--- src/sirpse_defines.vh ---
`ifndef SIRPSE_DEFINES_VH
`define SIRPSE_DEFINES_VH

// ---------------------------------------------------------------------------
// Clocks and timing
// ---------------------------------------------------------------------------
// System clock 200 MHz, period in ns.
`define SIRPSE_CLK_PERIOD_NS  5
// Nominal pulse oscillator frequency in Hz.
`define SIRPSE_OSC_HZ         3686400
// Internal oscillator phase step, 2^32 * 3.6864 MHz / 200 MHz.
`define SIRPSE_OSC_STEP       32'h04B7F5A5
// Least reset hold time in ns and the clock cycles that it spans.
`define SIRPSE_RESET_HOLD_NS  1000
`define SIRPSE_RESET_HOLD_CYC \
   ((`SIRPSE_RESET_HOLD_NS + `SIRPSE_CLK_PERIOD_NS - 1) / `SIRPSE_CLK_PERIOD_NS)
// Fixed pulse of 1.627 us, counted in oscillator ticks (6 / 3.6864 MHz).
`define SIRPSE_FIXED_PULSE_NS 1627
`define SIRPSE_FIXED_PULSE_OSC 8'h06
// Short pulse of 3/16 bit, in ticks of the 16x baud clock.
`define SIRPSE_SIXTEENTH_PULSE 4'h3
// Oversampling ticks in one bit period, less one.
`define SIRPSE_BIT_LAST       4'hF
// Mid-bit sample point in 16x ticks.
`define SIRPSE_BIT_MID        4'h7

// ---------------------------------------------------------------------------
// Rates and control word
// ---------------------------------------------------------------------------
`define SIRPSE_RATE_COUNT     4'hD
// Rate index 6 is 9600 bit/s, selected by reset.
`define SIRPSE_RATE_DEFAULT   4'h6
// Control word: bits 3:0 rate index, bit 4 pulse option (1 = 3/16 bit).
`define SIRPSE_CW_RATE_MSB    3
`define SIRPSE_CW_PULSE_BIT   4
`define SIRPSE_PULSE_DEFAULT  1'b0

// ---------------------------------------------------------------------------
// Register map
// ---------------------------------------------------------------------------
`define SIRPSE_REG_CTRL       8'h00
`define SIRPSE_REG_STATUS     8'h04
`define SIRPSE_CTRL_RESET     32'h00000003
`define SIRPSE_CTRL_TX_EN     0
`define SIRPSE_CTRL_RX_EN     1
`define SIRPSE_ST_PULSE       4
`define SIRPSE_ST_PEND_LSB    8
`define SIRPSE_ST_PEND_PULSE  12
`define SIRPSE_ST_PEND_VALID  13
`define SIRPSE_ST_MODE        16
`define SIRPSE_ST_OSC_RUN     17

`endif

--- src/sirpse_top.v ---
// Behaviour
// - While reset is asserted state returns to idle with both control enables set, the rate is 9600 bit/s and the pulse is the fixed 1.627 us one.
// - The transceiver power-down output follows the active-low reset directly, so it is low during reset.
// - The internal oscillator is stopped while reset is asserted and runs again once reset is released.
// - With the mode select low the block carries transmit data to the infrared output and receive data back.
// - In data mode each low bit on the serial transmit input becomes a short pulse on the infrared output.
// - The transmit pulse is either a fixed 1.627 us or 3/16 of the bit period, chosen by configuration.
// - In data mode each received infrared pulse is stretched to a full bit period on the serial output.
// - With the mode select high serial transmit data is taken as a control word for rate and pulse option.
// - A new control word only takes effect when the mode select returns low.
// - All pulse timing derives from a nominal 3.6864 MHz clock, internal or external.
// - The baud generator offers 13 rates from 1200 up to 115200 bit/s.
// - Transmit pulses on the infrared output are active high.
`timescale 1ns/1ps
`include "sirpse_defines.vh"

module sirpse_top #(
   parameter DIV_W = 8
) (
   input  wire        clock,                 // System clock, 200 MHz.
   input  wire        rst_b,                 // Synchronous reset, active low.
   input  wire        osc_ext_sel,           // High selects osc_clock_in.
   input  wire        osc_clock_in,          // External 3.6864 MHz clock.
   input  wire        program_mode_select,   // High enters programming mode.
   input  wire        serial_tx_in,          // Serial transmit data in.
   output reg         serial_rx_out,         // Stretched receive data out.
   output reg         ir_pulse_out,          // Infrared pulse, active high.
   input  wire        ir_pulse_in,           // Infrared pulse, active low.
   output wire        transceiver_power_down, // Low powers transceiver down.
   input  wire        hsel,                  // AHB slave select.
   input  wire [31:0] haddr,                 // AHB address.
   input  wire [1:0]  htrans,                // AHB transfer type.
   input  wire        hwrite,                // AHB write flag.
   input  wire [2:0]  hsize,                 // AHB size, word only.
   input  wire [31:0] hwdata,                // AHB write data.
   input  wire        hready,                // AHB bus ready.
   output wire        hreadyout,             // AHB slave ready.
   output wire        hresp,                 // AHB response, always OKAY.
   output reg  [31:0] hrdata                 // AHB read data.
);

   // ------------------------------------------------------------------------
   // Declarations
   // ------------------------------------------------------------------------
   localparam RX_IDLE = 2'h0;
   localparam RX_START = 2'h1;
   localparam RX_DATA = 2'h2;
   localparam RX_STOP = 2'h3;

   reg  [31:0]      osc_acc_r;
   reg              osc_msb_r;
   reg              ext_clk_r;
   reg              osc_tick;
   reg  [3:0]       rate_r;
   reg              pulse_opt_r;
   reg  [3:0]       pend_rate_r;
   reg              pend_pulse_r;
   reg              pend_valid_r;
   reg              mode_r;
   reg  [DIV_W-1:0] divisor;
   wire             x16_tick;
   reg              tx_prev_r;
   reg  [3:0]       tx_sub_r;
   reg              tx_skip_r;
   reg              tx_bit_act_r;
   reg  [7:0]       tx_pw_r;
   reg              ir_prev_r;
   reg  [3:0]       rx_sub_r;
   reg              rx_str_act_r;
   reg  [1:0]       pr_state_r;
   reg  [3:0]       pr_sub_r;
   reg  [2:0]       pr_bit_r;
   reg  [7:0]       pr_shift_r;
   reg  [31:0]      ctrl_r;
   reg              wr_pend_r;
   reg  [7:0]       wr_addr_r;
   reg  [31:0]      rd_value;
   wire [31:0]      osc_sum;
   wire             addr_phase;
   wire             data_mode;

   // ------------------------------------------------------------------------
   // Reset and oscillator
   // ------------------------------------------------------------------------
   // Power-down follows reset directly with no register delay.
   assign transceiver_power_down = rst_b;

   assign osc_sum = osc_acc_r + `SIRPSE_OSC_STEP;

   // Phase accumulator stands in for the crystal oscillator; it is frozen
   // in reset, and an external clock is edge detected instead when chosen.
   always @(posedge clock) begin
      if (!rst_b) begin
         osc_acc_r <= 32'h00000000;
         osc_msb_r <= 1'b0;
         ext_clk_r <= 1'b0;
         osc_tick  <= 1'b0;
      end else begin
         osc_acc_r <= osc_sum;
         osc_msb_r <= osc_acc_r[31];
         ext_clk_r <= osc_clock_in;
         if (osc_ext_sel) begin
            osc_tick <= osc_clock_in & ~ext_clk_r;
         end else begin
            osc_tick <= osc_acc_r[31] & ~osc_msb_r;
         end
      end
   end

   // ------------------------------------------------------------------------
   // Baud rate selection
   // ------------------------------------------------------------------------
   // Oscillator ticks per 16x tick for each of the thirteen rates.
   always @* begin
      case (rate_r)
         4'h0:    divisor = 8'h02;  // 115200 bit/s.
         4'h1:    divisor = 8'h04;  // 57600 bit/s.
         4'h2:    divisor = 8'h06;  // 38400 bit/s.
         4'h3:    divisor = 8'h08;  // 28800 bit/s.
         4'h4:    divisor = 8'h0C;  // 19200 bit/s.
         4'h5:    divisor = 8'h10;  // 14400 bit/s.
         4'h6:    divisor = 8'h18;  // 9600 bit/s.
         4'h7:    divisor = 8'h20;  // 7200 bit/s.
         4'h8:    divisor = 8'h30;  // 4800 bit/s.
         4'h9:    divisor = 8'h40;  // 3600 bit/s.
         4'hA:    divisor = 8'h60;  // 2400 bit/s.
         4'hB:    divisor = 8'h80;  // 1800 bit/s.
         4'hC:    divisor = 8'hC0;  // 1200 bit/s.
         default: divisor = 8'h18;
      endcase
   end

   sirpse_baud_gen #(
      .DIV_W    (DIV_W)
   ) u_baud (
      .clock    (clock),
      .rst_b    (rst_b),
      .osc_tick (osc_tick),
      .divisor  (divisor),
      .x16_tick (x16_tick)
   );

   // ------------------------------------------------------------------------
   // Mode tracking and control word adoption
   // ------------------------------------------------------------------------
   assign data_mode = ~program_mode_select & ~mode_r;

   // A staged word is adopted on the falling edge of the mode select only.
   always @(posedge clock) begin
      if (!rst_b) begin
         mode_r      <= 1'b0;
         rate_r      <= `SIRPSE_RATE_DEFAULT;
         pulse_opt_r <= `SIRPSE_PULSE_DEFAULT;
      end else begin
         mode_r <= program_mode_select;
         if (mode_r && !program_mode_select && pend_valid_r) begin
            rate_r      <= pend_rate_r;
            pulse_opt_r <= pend_pulse_r;
         end
      end
   end

   // ------------------------------------------------------------------------
   // Transmit pulse shortening
   // ------------------------------------------------------------------------
   // A low bit starts a bit window; each window opens with one short pulse.
   always @(posedge clock) begin
      if (!rst_b) begin
         tx_prev_r    <= 1'b1;
         tx_skip_r    <= 1'b0;
         tx_sub_r     <= 4'h0;
         tx_bit_act_r <= 1'b0;
         tx_pw_r      <= 8'h00;
         ir_pulse_out <= 1'b0;
      end else begin
         tx_prev_r <= serial_tx_in;
         if (!data_mode || !ctrl_r[`SIRPSE_CTRL_TX_EN]) begin
            tx_bit_act_r <= 1'b0;
            tx_pw_r      <= 8'h00;
            ir_pulse_out <= 1'b0;
         end else if (tx_prev_r && !serial_tx_in) begin
            // Falling edge realigns the bit window.
            tx_bit_act_r <= 1'b1;
            tx_skip_r    <= 1'b1;
            tx_sub_r     <= 4'h0;
            tx_pw_r      <= 8'h00;
            ir_pulse_out <= 1'b1;
         end else begin
            if (x16_tick && tx_bit_act_r) begin
               if (tx_sub_r == `SIRPSE_BIT_LAST && tx_skip_r) begin
                  // First window waits one more tick for the edge phase.
                  tx_skip_r <= 1'b0;
               end else if (tx_sub_r == `SIRPSE_BIT_LAST) begin
                  tx_sub_r     <= 4'h0;
                  tx_bit_act_r <= ~serial_tx_in;
                  tx_pw_r      <= 8'h00;
                  ir_pulse_out <= ~serial_tx_in;
               end else begin
                  tx_sub_r <= tx_sub_r + 4'h1;
               end
            end
            // End the pulse after the chosen width.
            if (ir_pulse_out) begin
               if (pulse_opt_r) begin
                  if (x16_tick && tx_sub_r ==
                      `SIRPSE_SIXTEENTH_PULSE - 4'h1) begin
                     ir_pulse_out <= 1'b0;
                  end
               end else if (osc_tick) begin
                  if (tx_pw_r == `SIRPSE_FIXED_PULSE_OSC - 8'h01) begin
                     ir_pulse_out <= 1'b0;
                  end else begin
                     tx_pw_r <= tx_pw_r + 8'h01;
                  end
               end
            end
         end
      end
   end

   // ------------------------------------------------------------------------
   // Receive pulse stretching
   // ------------------------------------------------------------------------
   // The falling edge of an active-low pulse holds the output low for a bit.
   always @(posedge clock) begin
      if (!rst_b) begin
         ir_prev_r     <= 1'b1;
         rx_sub_r      <= 4'h0;
         rx_str_act_r  <= 1'b0;
         serial_rx_out <= 1'b1;
      end else begin
         ir_prev_r <= ir_pulse_in;
         if (!data_mode || !ctrl_r[`SIRPSE_CTRL_RX_EN]) begin
            rx_str_act_r  <= 1'b0;
            serial_rx_out <= 1'b1;
         end else if (ir_prev_r && !ir_pulse_in) begin
            rx_str_act_r  <= 1'b1;
            rx_sub_r      <= 4'h0;
            serial_rx_out <= 1'b0;
         end else if (x16_tick && rx_str_act_r) begin
            if (rx_sub_r == `SIRPSE_BIT_LAST) begin
               rx_str_act_r  <= 1'b0;
               serial_rx_out <= 1'b1;
            end else begin
               rx_sub_r <= rx_sub_r + 4'h1;
            end
         end
      end
   end

   // ------------------------------------------------------------------------
   // Control word receiver
   // ------------------------------------------------------------------------
   // An 8N1 receiver at the current rate runs only in programming mode.
   always @(posedge clock) begin
      if (!rst_b) begin
         pr_state_r   <= RX_IDLE;
         pr_sub_r     <= 4'h0;
         pr_bit_r     <= 3'h0;
         pr_shift_r   <= 8'h00;
         pend_rate_r  <= `SIRPSE_RATE_DEFAULT;
         pend_pulse_r <= `SIRPSE_PULSE_DEFAULT;
         pend_valid_r <= 1'b0;
      end else if (!program_mode_select) begin
         pr_state_r <= RX_IDLE;
         if (mode_r) begin
            pend_valid_r <= 1'b0;
         end
      end else begin
         case (pr_state_r)
            RX_IDLE: begin
               if (!serial_tx_in) begin
                  pr_state_r <= RX_START;
                  pr_sub_r   <= 4'h0;
               end
            end
            RX_START: begin
               if (x16_tick) begin
                  if (pr_sub_r == `SIRPSE_BIT_MID) begin
                     pr_sub_r   <= 4'h0;
                     pr_bit_r   <= 3'h0;
                     pr_state_r <= serial_tx_in ? RX_IDLE : RX_DATA;
                  end else begin
                     pr_sub_r <= pr_sub_r + 4'h1;
                  end
               end
            end
            RX_DATA: begin
               if (x16_tick) begin
                  if (pr_sub_r == `SIRPSE_BIT_LAST) begin
                     pr_sub_r   <= 4'h0;
                     pr_shift_r <= {serial_tx_in, pr_shift_r[7:1]};
                     pr_bit_r   <= pr_bit_r + 3'h1;
                     if (pr_bit_r == 3'h7) begin
                        pr_state_r <= RX_STOP;
                     end
                  end else begin
                     pr_sub_r <= pr_sub_r + 4'h1;
                  end
               end
            end
            RX_STOP: begin
               if (x16_tick) begin
                  if (pr_sub_r == `SIRPSE_BIT_LAST) begin
                     pr_state_r <= RX_IDLE;
                     // Framed words with a valid rate index are staged.
                     if (serial_tx_in && pr_shift_r[`SIRPSE_CW_RATE_MSB:0]
                         < `SIRPSE_RATE_COUNT) begin
                        pend_rate_r  <=
                           pr_shift_r[`SIRPSE_CW_RATE_MSB:0];
                        pend_pulse_r <=
                           pr_shift_r[`SIRPSE_CW_PULSE_BIT];
                        pend_valid_r <= 1'b1;
                     end
                  end else begin
                     pr_sub_r <= pr_sub_r + 4'h1;
                  end
               end
            end
            default: pr_state_r <= RX_IDLE;
         endcase
      end
   end

   // ------------------------------------------------------------------------
   // AHB-Lite register slave
   // ------------------------------------------------------------------------
   assign hreadyout  = 1'b1;
   assign hresp      = 1'b0;
   assign addr_phase = hsel & hready & htrans[1];

   // Read value for the address presented in the address phase.
   always @* begin
      rd_value = 32'h00000000;
      case (haddr[7:0])
         `SIRPSE_REG_CTRL:   rd_value = ctrl_r;
         `SIRPSE_REG_STATUS: begin
            rd_value[3:0]                   = rate_r;
            rd_value[`SIRPSE_ST_PULSE]      = pulse_opt_r;
            rd_value[`SIRPSE_ST_PEND_LSB+3:`SIRPSE_ST_PEND_LSB] = pend_rate_r;
            rd_value[`SIRPSE_ST_PEND_PULSE] = pend_pulse_r;
            rd_value[`SIRPSE_ST_PEND_VALID] = pend_valid_r;
            rd_value[`SIRPSE_ST_MODE]       = mode_r;
            rd_value[`SIRPSE_ST_OSC_RUN]    = rst_b;
         end
         default:            rd_value = 32'h00000000;
      endcase
   end

   // Read data is captured in the address phase; writes land in data phase.
   always @(posedge clock) begin
      if (!rst_b) begin
         ctrl_r    <= `SIRPSE_CTRL_RESET;
         wr_pend_r <= 1'b0;
         wr_addr_r <= 8'h00;
         hrdata    <= 32'h00000000;
      end else begin
         wr_pend_r <= addr_phase & hwrite;
         wr_addr_r <= haddr[7:0];
         if (addr_phase && !hwrite && haddr[31:8] == 24'h000000) begin
            hrdata <= rd_value;
         end else if (addr_phase) begin
            hrdata <= 32'h00000000;
         end
         if (wr_pend_r && wr_addr_r == `SIRPSE_REG_CTRL) begin
            ctrl_r <= {30'h00000000, hwdata[1:0]};
         end
      end
   end

endmodule // sirpse_top

--- src/sirpse_baud_gen.v ---
`timescale 1ns/1ps
`include "sirpse_defines.vh"

// ---------------------------------------------------------------------------
// Baud tick generator
// ---------------------------------------------------------------------------
// Divides the oscillator tick down to a 16x oversampling tick.
module sirpse_baud_gen #(
   parameter DIV_W = 8
) (
   input  wire             clock,     // System clock.
   input  wire             rst_b,     // Synchronous reset, active low.
   input  wire             osc_tick,  // One-cycle oscillator tick.
   input  wire [DIV_W-1:0] divisor,   // Oscillator ticks per 16x tick.
   output reg              x16_tick   // One-cycle 16x baud tick.
);

   reg [DIV_W-1:0] cnt_r;

   // Count oscillator ticks; a new divisor applies at once to the running count.
   always @(posedge clock) begin
      if (!rst_b) begin
         cnt_r    <= {DIV_W{1'b0}};
         x16_tick <= 1'b0;
      end else begin
         x16_tick <= 1'b0;
         if (osc_tick) begin
            if (cnt_r >= divisor - {{(DIV_W-1){1'b0}}, 1'b1}) begin
               cnt_r    <= {DIV_W{1'b0}};
               x16_tick <= 1'b1;
            end else begin
               cnt_r <= cnt_r + {{(DIV_W-1){1'b0}}, 1'b1};
            end
         end
      end
   end

endmodule // sirpse_baud_gen

--- config.mk ---
export PLATFORM = sky130hd
export DESIGN_NAME = sirpse_top
export DESIGN_NICKNAME = d
export VERILOG_FILES = /design/src/sirpse_top.v /design/src/sirpse_baud_gen.v
export VERILOG_INCLUDE_DIRS = /design/src /design/src/src
export SDC_FILE = /design/constraint.sdc
export NUM_CORES = 1
export LEC_CHECK = 0
export BUFFER_PORTS_ARGS = -buffer_cell sky130_fd_sc_hd__clkbuf_2
export CAP_MARGIN = 20
export CORE_MARGIN = 4
export CORE_UTILIZATION = 47
export CTS_CLUSTER_SIZE = 16
export DETAILED_ROUTE_END_ITERATION = 8
export PLACE_DENSITY = 0.7
export SYNTH_ARGS = -nofsm -noshare
export SYNTH_HDL_FRONTEND = slang
export SYNTH_SLANG_ARGS = --single-unit
--- constraint.sdc ---
create_clock -name clock -period 4.3 [get_ports clock]
set_input_delay 1.075 -clock clock [delete_from_list [all_inputs] [get_ports clock]]
set_output_delay 1.075 -clock clock [all_outputs]
set_load 0.05 [all_outputs]
==> results of run 1 <==
## how the worst min path moves through the flow
| stage | depth (start not counted) | start | slack, ns | end |
|---|---|---|---|---|
| after floorplan | 1 | osc_msb_r$_SDFF_PN0_ | 0.40 | osc_tick$_SDFF_PN0_ |
| after global placement | 1 | osc_msb_r$_SDFF_PN0_ | 0.41 | osc_tick$_SDFF_PN0_ |
| after detailed placement | 1 | osc_msb_r$_SDFF_PN0_ | 0.41 | osc_tick$_SDFF_PN0_ |
| after CTS | 1 | osc_msb_r$_SDFF_PN0_ | 0.42 | osc_tick$_SDFF_PN0_ |
| after global routing | 1 | osc_msb_r$_SDFF_PN0_ | 0.45 | osc_tick$_SDFF_PN0_ |
| final | 1 | osc_msb_r$_SDFF_PN0_ | 0.42 | osc_tick$_SDFF_PN0_ |
## stage by stage
stage | instances | utilization
after detailed placement | 882 | 0.506
after CTS | 912 | 0.551
after floorplan | 694 | -
after global routing | 912 | 0.551
after global placement | 882 | 0.506
final | 912 | 0.551
## cell type report
class                   instances  area [um2]  share of cell area
multi-input cells             502        3240               0.466
flip-flops and latches        127        2540               0.366
clock buffers                  21         480              0.0691
repair buffers                 63         323              0.0464
well taps                     172         215              0.0309
clock inverters                 9        85.1              0.0122
inverters                      18        67.6             0.00971
## registers in the layout, indices dropped and copies added, names as in the netlist, 2 cells and up, named ones only
register / flops
pr_shift_r: 8
pr_sub_r: 4
pr_bit_r: 3
rx_sub_r: 4
hrdata: 13
tx_sub_r: 4
u_baud.cnt_r: 8
wr_addr_r: 8
divisor: 7
ctrl_r: 2
pend_rate_r: 4
tx_pw_r: 8
osc_acc_r: 32
rate_r: 4
## synth_stat cells (6+ instances only)
library cell  instances  share of area
buf_1                 6         0.0037
nand3b_1              6         0.0075
o21ai_0              15          0.012
nor3_1               21          0.017
xor2_1               20          0.029
nor2_1               85          0.053
mux2i_1              33          0.055
dfxtp_1             127           0.42
a21oi_1              22          0.018
a22o_1               12          0.017
o211ai_1              8         0.0099
nand2_1              52          0.032
clkbuf_1             17          0.011
a31oi_1               7         0.0072
and2_1               15          0.016
nand3_1              17          0.014
buf_4                22          0.027
ha_1                 20          0.041
xnor2_1              20          0.029
inv_1                17          0.011
nand4_1               9         0.0093
and3_1                7         0.0072
nor4_1               12          0.012
a211oi_1              6         0.0075
nand2b_1             13          0.013
## power by group through the flow
| stage | combinational, W | clock [W] | sequential, W |
|---|---|---|---|
| finish | 0.000583 | 0.00135 | 0.00142 |
| global route | 0.000649 | 0.00143 | 0.00144 |
| global placement | 0.000567 | 0 | 0.00143 |
| CTS | 0.000584 | 0.00138 | 0.00142 |
| floorplan | 0.000523 | 0 | 0.00138 |
| detailed placement | 0.000580 | 0 | 0.00144 |
## metal layers
layer | vias to the layer above | track usage | part of all wire
li1 | 2475 | - | -
met1 | 2298 | 0.205 | 0.44
met2 | 91 | 0.308 | 0.51
met3 | 15 | 0.0443 | 0.033
met4 | 0 | 0.0679 | 0.011
met5 | - | 0 | 0
## cells by family after synthesis
| logic type | after synthesis |
|---|---|
| other cells | 2 |
| xor+xnor | 40 |
| mux | 35 |
| compound gates | 121 |
| flops | 127 |
| fa+ha+maj | 20 |
| buf+inv | 65 |
| simple gates | 265 |
## placed cells by master (no fill, tap or decap), types with 21 or more instances in the layout
cell / n
clkbuf_2: 60
a21oi_1: 22
dfxtp_1: 127
nor3_1: 21
conb_1: 21
mux2i_1: 33
nand2_1: 52
nor2_1: 85
==> impl_results.md, run 1 <==
- Run status: finished clean
- CORE AREA: 12600 um2
- Fin. max-slew vios: 0
- Nets: 828
- Post-synthesis adder-cell area fraction: 0.0414
- RSZ-0062 raised after global routing: false
- Worst reg2reg path endpoint: u_baud.cnt_r[1]$_SDFFE_PN0P_
- Worst path bufs/invs: 2
- Fill cell count: 1154
- Routed vias: 4879
- Die height: 121 um
- Synth warn: 0
- Longest Clk Path Bufs: 2
- Leakage: 2.92 nW
- DP HPWL: 9.17 mm
- Peak VDD IR: 280 uV
- Avg Inst Size Synth: 8.95 um2
- Setup Viol. Count Final: 0
- Top_reg_cell synth: dfxtp_1
- Reg2reg path depth: 7
- Kind of critical path: in2out
- Layout cells sized above 1: 0.147
- Sequential share of the synthesized area: 0.421
- DRT Wirelength: 12.7 mm
- Share of flip-flops with an asynchronous set or reset after synthesis: 0
- Max-cap viol count: 0
- Routed wire per std cell: 13.9 um
- Worst setup path end: transceiver_power_down
- Max stage delay on crit path: 0.33 ns
- Worst reg2reg startpoint: divisor[1]$_SDFF_PP0_
- Switch Pwr: 0.000982 W
- Part of the cycle the worst path needs: 0.632
- First-pass GRT wire length: 21.1 mm
- Reg2reg setup slack: 1.96 ns
- Area Overhead vs Synth: 15.1%
- Yosys reg bits: 127
- Worst EP required: 3.22 ns
- Clock power frac: 0.402
- Crit-path max FO: 11
- PwrDens: 482 nW/um2
- Sw Share: 0.293
- Root buffer cell: clkbuf_16
- Postcts setup bufs: 0
- CTS H-Tree Depth: 4
- Crit path capture type: output pin
- Initial Util: 0.479
- Setup_tns: 0 ns
- Seq pwr share: 0.424
- Cell Int Power: 0.00237 W
- HP Class: reg2reg
- # resized after CTS: 0
- CP Launch Point: rst_b
- Synth Area in XOR/XNOR: 0.0580
- Gr ovfl total: 0
- Fmax: 0.368 GHz
- Final total power: 0.00335 W
- WP data arrival: 1.64 ns
- CP cell instances: clkbuf_2 -> clkbuf_2
- Area after DPL: 6390 um2
- Final Hold Fails: 0
- Most used cell along the critical path: clkbuf_2
- Mapped Area: 6040 um2
- Critical Path Start Type: primary input
- Largest net degree at the start of global routing: 46
- Final Skew: 0.00689 ns
- CTS tree: built
- Die W: 121 um
- Worst skew pair latency: 0.41 ns
- Tot GR Track Use: 0.176
- Clock Pin Slew Worst Setup and Hold Paths: 0.05 ns
- Gate Count Post-Synth: 675
- Crit-path slowest cell: clkbuf_2
- Drt first-iter violations: 240
- Synth cell types: 70
- Total CTS buffers: 17
- Die footprint: 14700 um2
- Mux cell area share after synthesis: 0.0584
- EDFF count, synth: 0
- Main combinational cell family by area after synthesis: simple AND/OR/NAND/NOR gates
- Fin crit period: 2.72 ns
- I/O pins: 116
- Hold-fix buffers, CTS: 0
- Post-Place Setup Slack: 1.34 ns
- Routed Antenna Nets: 0
- Stages on worst setup path: 2
- Worst hold slack: 0.421 ns
- Final RePlAce weighted congestion: 0.800
- Slew margin rel.: 0.512
- Initial antenna violation count: 0
- Design Area, Final: 6960 um2
- Synth Area in Compound Gates: 0.146
- 1st-pass router iterations: 5
- Cell row count: 41
- Drt via density: 5.35
- Diodes inserted: 0
- Sink Count: 127
- Least-Margin Pin Slew: 0.727 ns
- Final Worst Setup Slack: 1.58 ns
- Combinational fraction of design power: 0.174
- Synth Area in Simple Gates: 0.220
- Residual DRC count: 0
- Vias in the first global route: 4632
- Top delay family on crit path: buffers and inverters
- PortBufs: 60
Note: power is estimated with default switching activity, not from simulation.
==> run 2: changes to the inputs <==
--- a/config.mk
+++ b/config.mk
@@ -6,13 +6,14 @@
 export SDC_FILE = /design/constraint.sdc
 export NUM_CORES = 1
 export LEC_CHECK = 0
+export ABC_AREA = 1
 export BUFFER_PORTS_ARGS = -buffer_cell sky130_fd_sc_hd__clkbuf_2
 export CAP_MARGIN = 20
 export CORE_MARGIN = 4
 export CORE_UTILIZATION = 47
 export CTS_CLUSTER_SIZE = 16
 export DETAILED_ROUTE_END_ITERATION = 8
-export PLACE_DENSITY = 0.7
+export PLACE_DENSITY = 0.71
 export SYNTH_ARGS = -nofsm -noshare
 export SYNTH_HDL_FRONTEND = slang
 export SYNTH_SLANG_ARGS = --single-unit
==> constraint.sdc (replaced) <==
create_clock -name clock -period 2.5 [get_ports clock]
set_input_delay 0.625 -clock clock [delete_from_list [all_inputs] [get_ports clock]]
set_output_delay 0.625 -clock clock [all_outputs]
set_load 0.05 [all_outputs]
==> run 2 against run 1 <==
Synthesized cell count rose by 50%. Routed wire length rose by 15%. Sequential share of layout area fell by 4.4 points. Design area rose by 14%. Via count rose by 28%.
==> impl_results.md, run 2 <==
- Run status: finished clean
- Setup Viol. Count Final: 0 (unchanged)
- Leakage: 3.61 nW (+24%)
- Critical Path Start Type: register
- CORE AREA: 14500 um2 (+15%)
- Design Area, Final: 7910 um2 (+14%)
- Worst skew pair latency: 0.42 ns (about the same)
- Cell row count: 44 (+7.3%)
- Die W: 129 um (+6.5%)
- Post-synth top cells: 211 x nand2_1, 142 x nor2_1, 137 x inv_1
- Area leader, netlist: dfxtp_1
- Nets: 1180 (+43%)
- Initial antenna violation count: 0 (unchanged)
- CTS H-Tree Depth: 4 (unchanged)
- First-pass GRT wire length: 25.3 mm (+20%)
- HP Class: in2reg
- Count leader, synth: nand2_1
- Post-synth top area share: 0.368 (-0.0530)
- Setup_tns: 0 ns (unchanged)
- Peak VDD IR: 511 uV (+82%)
- Fin crit period: 2.17 ns
- Synth top area cells: dfxtp_1 37%, nand2_1 11%, nor2_1 7.7%, inv_1 7.4%, a21oi_1 6.0%
- Worst EP required: 2.86 ns (-0.36 ns)
- Final Skew: 0.00714 ns (+0.000247 ns)
- Vias in the first global route: 5844 (+26%)
- Mapped Area: 6910 um2 (+14%)
- Total CTS buffers: 17 (unchanged)
- Max stage delay on crit path: 0.31 ns (-0.02 ns)
- GR Util met3: 0.0474 (+0.00311)
- Crit-path max FO: 8 (-3)
- Fill cell count: 1411 (+22%)
- # resized after CTS: 0 (unchanged)
- Most used cell along the critical path: nand2_1
- Part of the cycle the worst path needs: 0.869
- Initial Util: 0.477 (-0.00134)
- Routed wire per std cell: 11.4 um (-18%)
- Fin util: 0.546 (-0.00501)
- Final RePlAce weighted congestion: 0.881 (+10%)
- Synth cell types: 48 (-31%)
- Final Hold Fails: 0 (unchanged)
- Hold-fix buffers, CTS: 0 (unchanged)
- M2 GR Usage: 0.315 (+0.00682)
- Crit path capture type: register
- Die footprint: 16700 um2 (+13%)
- 1st-pass router iterations: 5 (unchanged)
- RSZ-0062 raised after global routing: false
- Commonest non-fill, non-tap cell in the layout: nand2_1
- Fmax: 0.460 GHz
- Residual DRC count: 0 (unchanged)
- Drt first-iter violations: 367 (+53%)
- Most frequent cells in the layout: 211 x nand2_1, 142 x nor2_1, 137 x inv_1
- Worst path bufs/invs: 2 (unchanged)
- CTS tree: built
- CP cell instances: inv_1 -> ha_1 -> nand2_1 -> nor3_1 -> xor2_1 -> inv_1 -> ha_1 -> nand2_1 -> nor2_1 -> a211oi_1 -> nand2_1 -> nand2_1 -> nand2_1 -> nor2_1
- Biggest register: osc_acc_r
- Met1 Use GR: 0.225 (+0.0201)
- Top flop regs: osc_acc_r: 32 flops, hrdata: 13 flops
- Gate Count Post-Synth: 1013 (+50%)
- WP data arrival: 2.53 ns (+0.89 ns)
- Max-cap viol count: 0 (unchanged)
- EDFF count, synth: 0 (unchanged)
- Avg Inst Size Synth: 6.82 um2 (-24%)
- Most Used Layer, Global Route: met2
- Routed Antenna Nets: 0 (unchanged)
- PwrDens: 705 nW/um2 (+46%)
- Sink Count: 127 (unchanged)
- Sequential share of the synthesized area: 0.368 (-0.0530)
- Gr ovfl total: 0 (unchanged)
- Die height: 129 um (+6.5%)
- Drt via density: 4.87 (-9.0%)
- DP HPWL: 11.1 mm (+21%)
- Crit-path slowest cell: dfxtp_1
- Yosys reg bits: 127 (unchanged)
- Top delay family on crit path: simple AND/OR/NAND/NOR gates
- Tot GR Track Use: 0.184 (+0.00826)
- Longest Clk Path Bufs: 2 (unchanged)
- Layout cells sized above 1: 0.147 (about the same)
- Largest net degree at the start of global routing: 33 (-28%)
- Diodes inserted: 0 (unchanged)
- Share of flip-flops with an asynchronous set or reset after synthesis: 0 (unchanged)
- Routed vias: 6222 (+28%)
- Synth warn: 0 (unchanged)
- Area after DPL: 7350 um2 (+15%)
- DRT Wirelength: 14.6 mm (+15%)
- Number of flip-flops in the largest register: 32 (unchanged)
- Root buffer cell: clkbuf_16
- I/O pins: 116 (unchanged)
- Area Overhead vs Synth: 14.4%
- Top_reg_cell synth: dfxtp_1
- Postcts setup bufs: 0 (unchanged)
- Kind of critical path: reg2reg
- PortBufs: 60 (unchanged)
- Clock Pin Slew Worst Setup and Hold Paths: 0.06 ns (about the same)
- Fin. max-slew vios: 0 (unchanged)
[run 2: area by class of cell]
cell class	count	area [um2]	area share
clock buffers	17	425	0.0538
clock inverters	15	136	0.0172
inverters	152	576	0.0728
multi-input cells	715	3620	0.458
flip-flops and latches	127	2540	0.322
well taps	184	230	0.0291
repair buffers	68	375	0.0475
[run 2: final timing paths]
path	startpoint	to	slack (ns)	depth (start not counted)
worst min-delay path	ir_pulse_in	ir_prev_r$_SDFF_PN1_	0.38	3
worst max-delay path	divisor[1]$_SDFF_PP0_	u_baud.cnt_r[5]$_SDFFE_PN0P_	0.33	14
worst max register to register	divisor[1]$_SDFF_PP0_	u_baud.cnt_r[5]$_SDFFE_PN0P_	0.33	14
worst min register to register	osc_msb_r$_SDFF_PN0_	osc_tick$_SDFF_PN0_	0.41	1
[run 2: through the flow]
stage / hold slack [ns] / power (W) / setup WS [ns] / instances
final: 0.384 / 0.00557 / 0.327 / 1278
after global routing: 0.407 / 0.00588 / 0.0456 / 1278
after CTS: 0.372 / 0.00561 / 0.305 / 1278
after detailed placement: 0.412 / 0.00327 / 0.328 / 1246
after global placement: 0.406 / 0.00325 / 0.337 / 1246
after floorplan: 0.395 / 0.00306 / 0.561 / 1032
[run 2: worst reg2reg max path, stage by stage, from the launching register on]
cell and delay, ns:
dfxtp_1 0.31, inv_1 0.07, ha_1 0.18, nand2_1 0.09, nor3_1 0.18, xor2_1 0.16, inv_1 0.05, ha_1 0.28
nand2_1 0.09, nor2_1 0.05, a211oi_1 0.19, nand2_1 0.08, nand2_1 0.08, nand2_1 0.18, nor2_1 0.14
[run 2: report_power, final]
group	internal, W	switching (W)	leakage, nW	total, W
combinational	0.000291	0.000673	2.32	0.000964
sequential	0.00215	0.000128	1.04	0.00227
clock	0.00137	0.000965	0.255	0.00234
total	0.00381	0.00177	3.61	0.00557
[run 2: per-layer routing]
layer	vias to the layer above	wire [um]
met5	-	0
met1	2743	6800
met4	0	265
met2	107	6920
met3	27	637
li1	3345	-
[run 2: kinds of logic (layout without fill, tap and decap cells)]
group,Yosys count,in the layout,share of synthesized area
AOI/OAI and AO/OA,156,156,0.128
xor gates and xnor gates,13,13,0.0165
adders and majority gates,20,20,0.0362
buffers and inverters,190,252,0.119
DFF,127,127,0.368
muxes,1,1,0.00145
other,2,21,0.00109
and+or+nand+nor,504,504,0.330
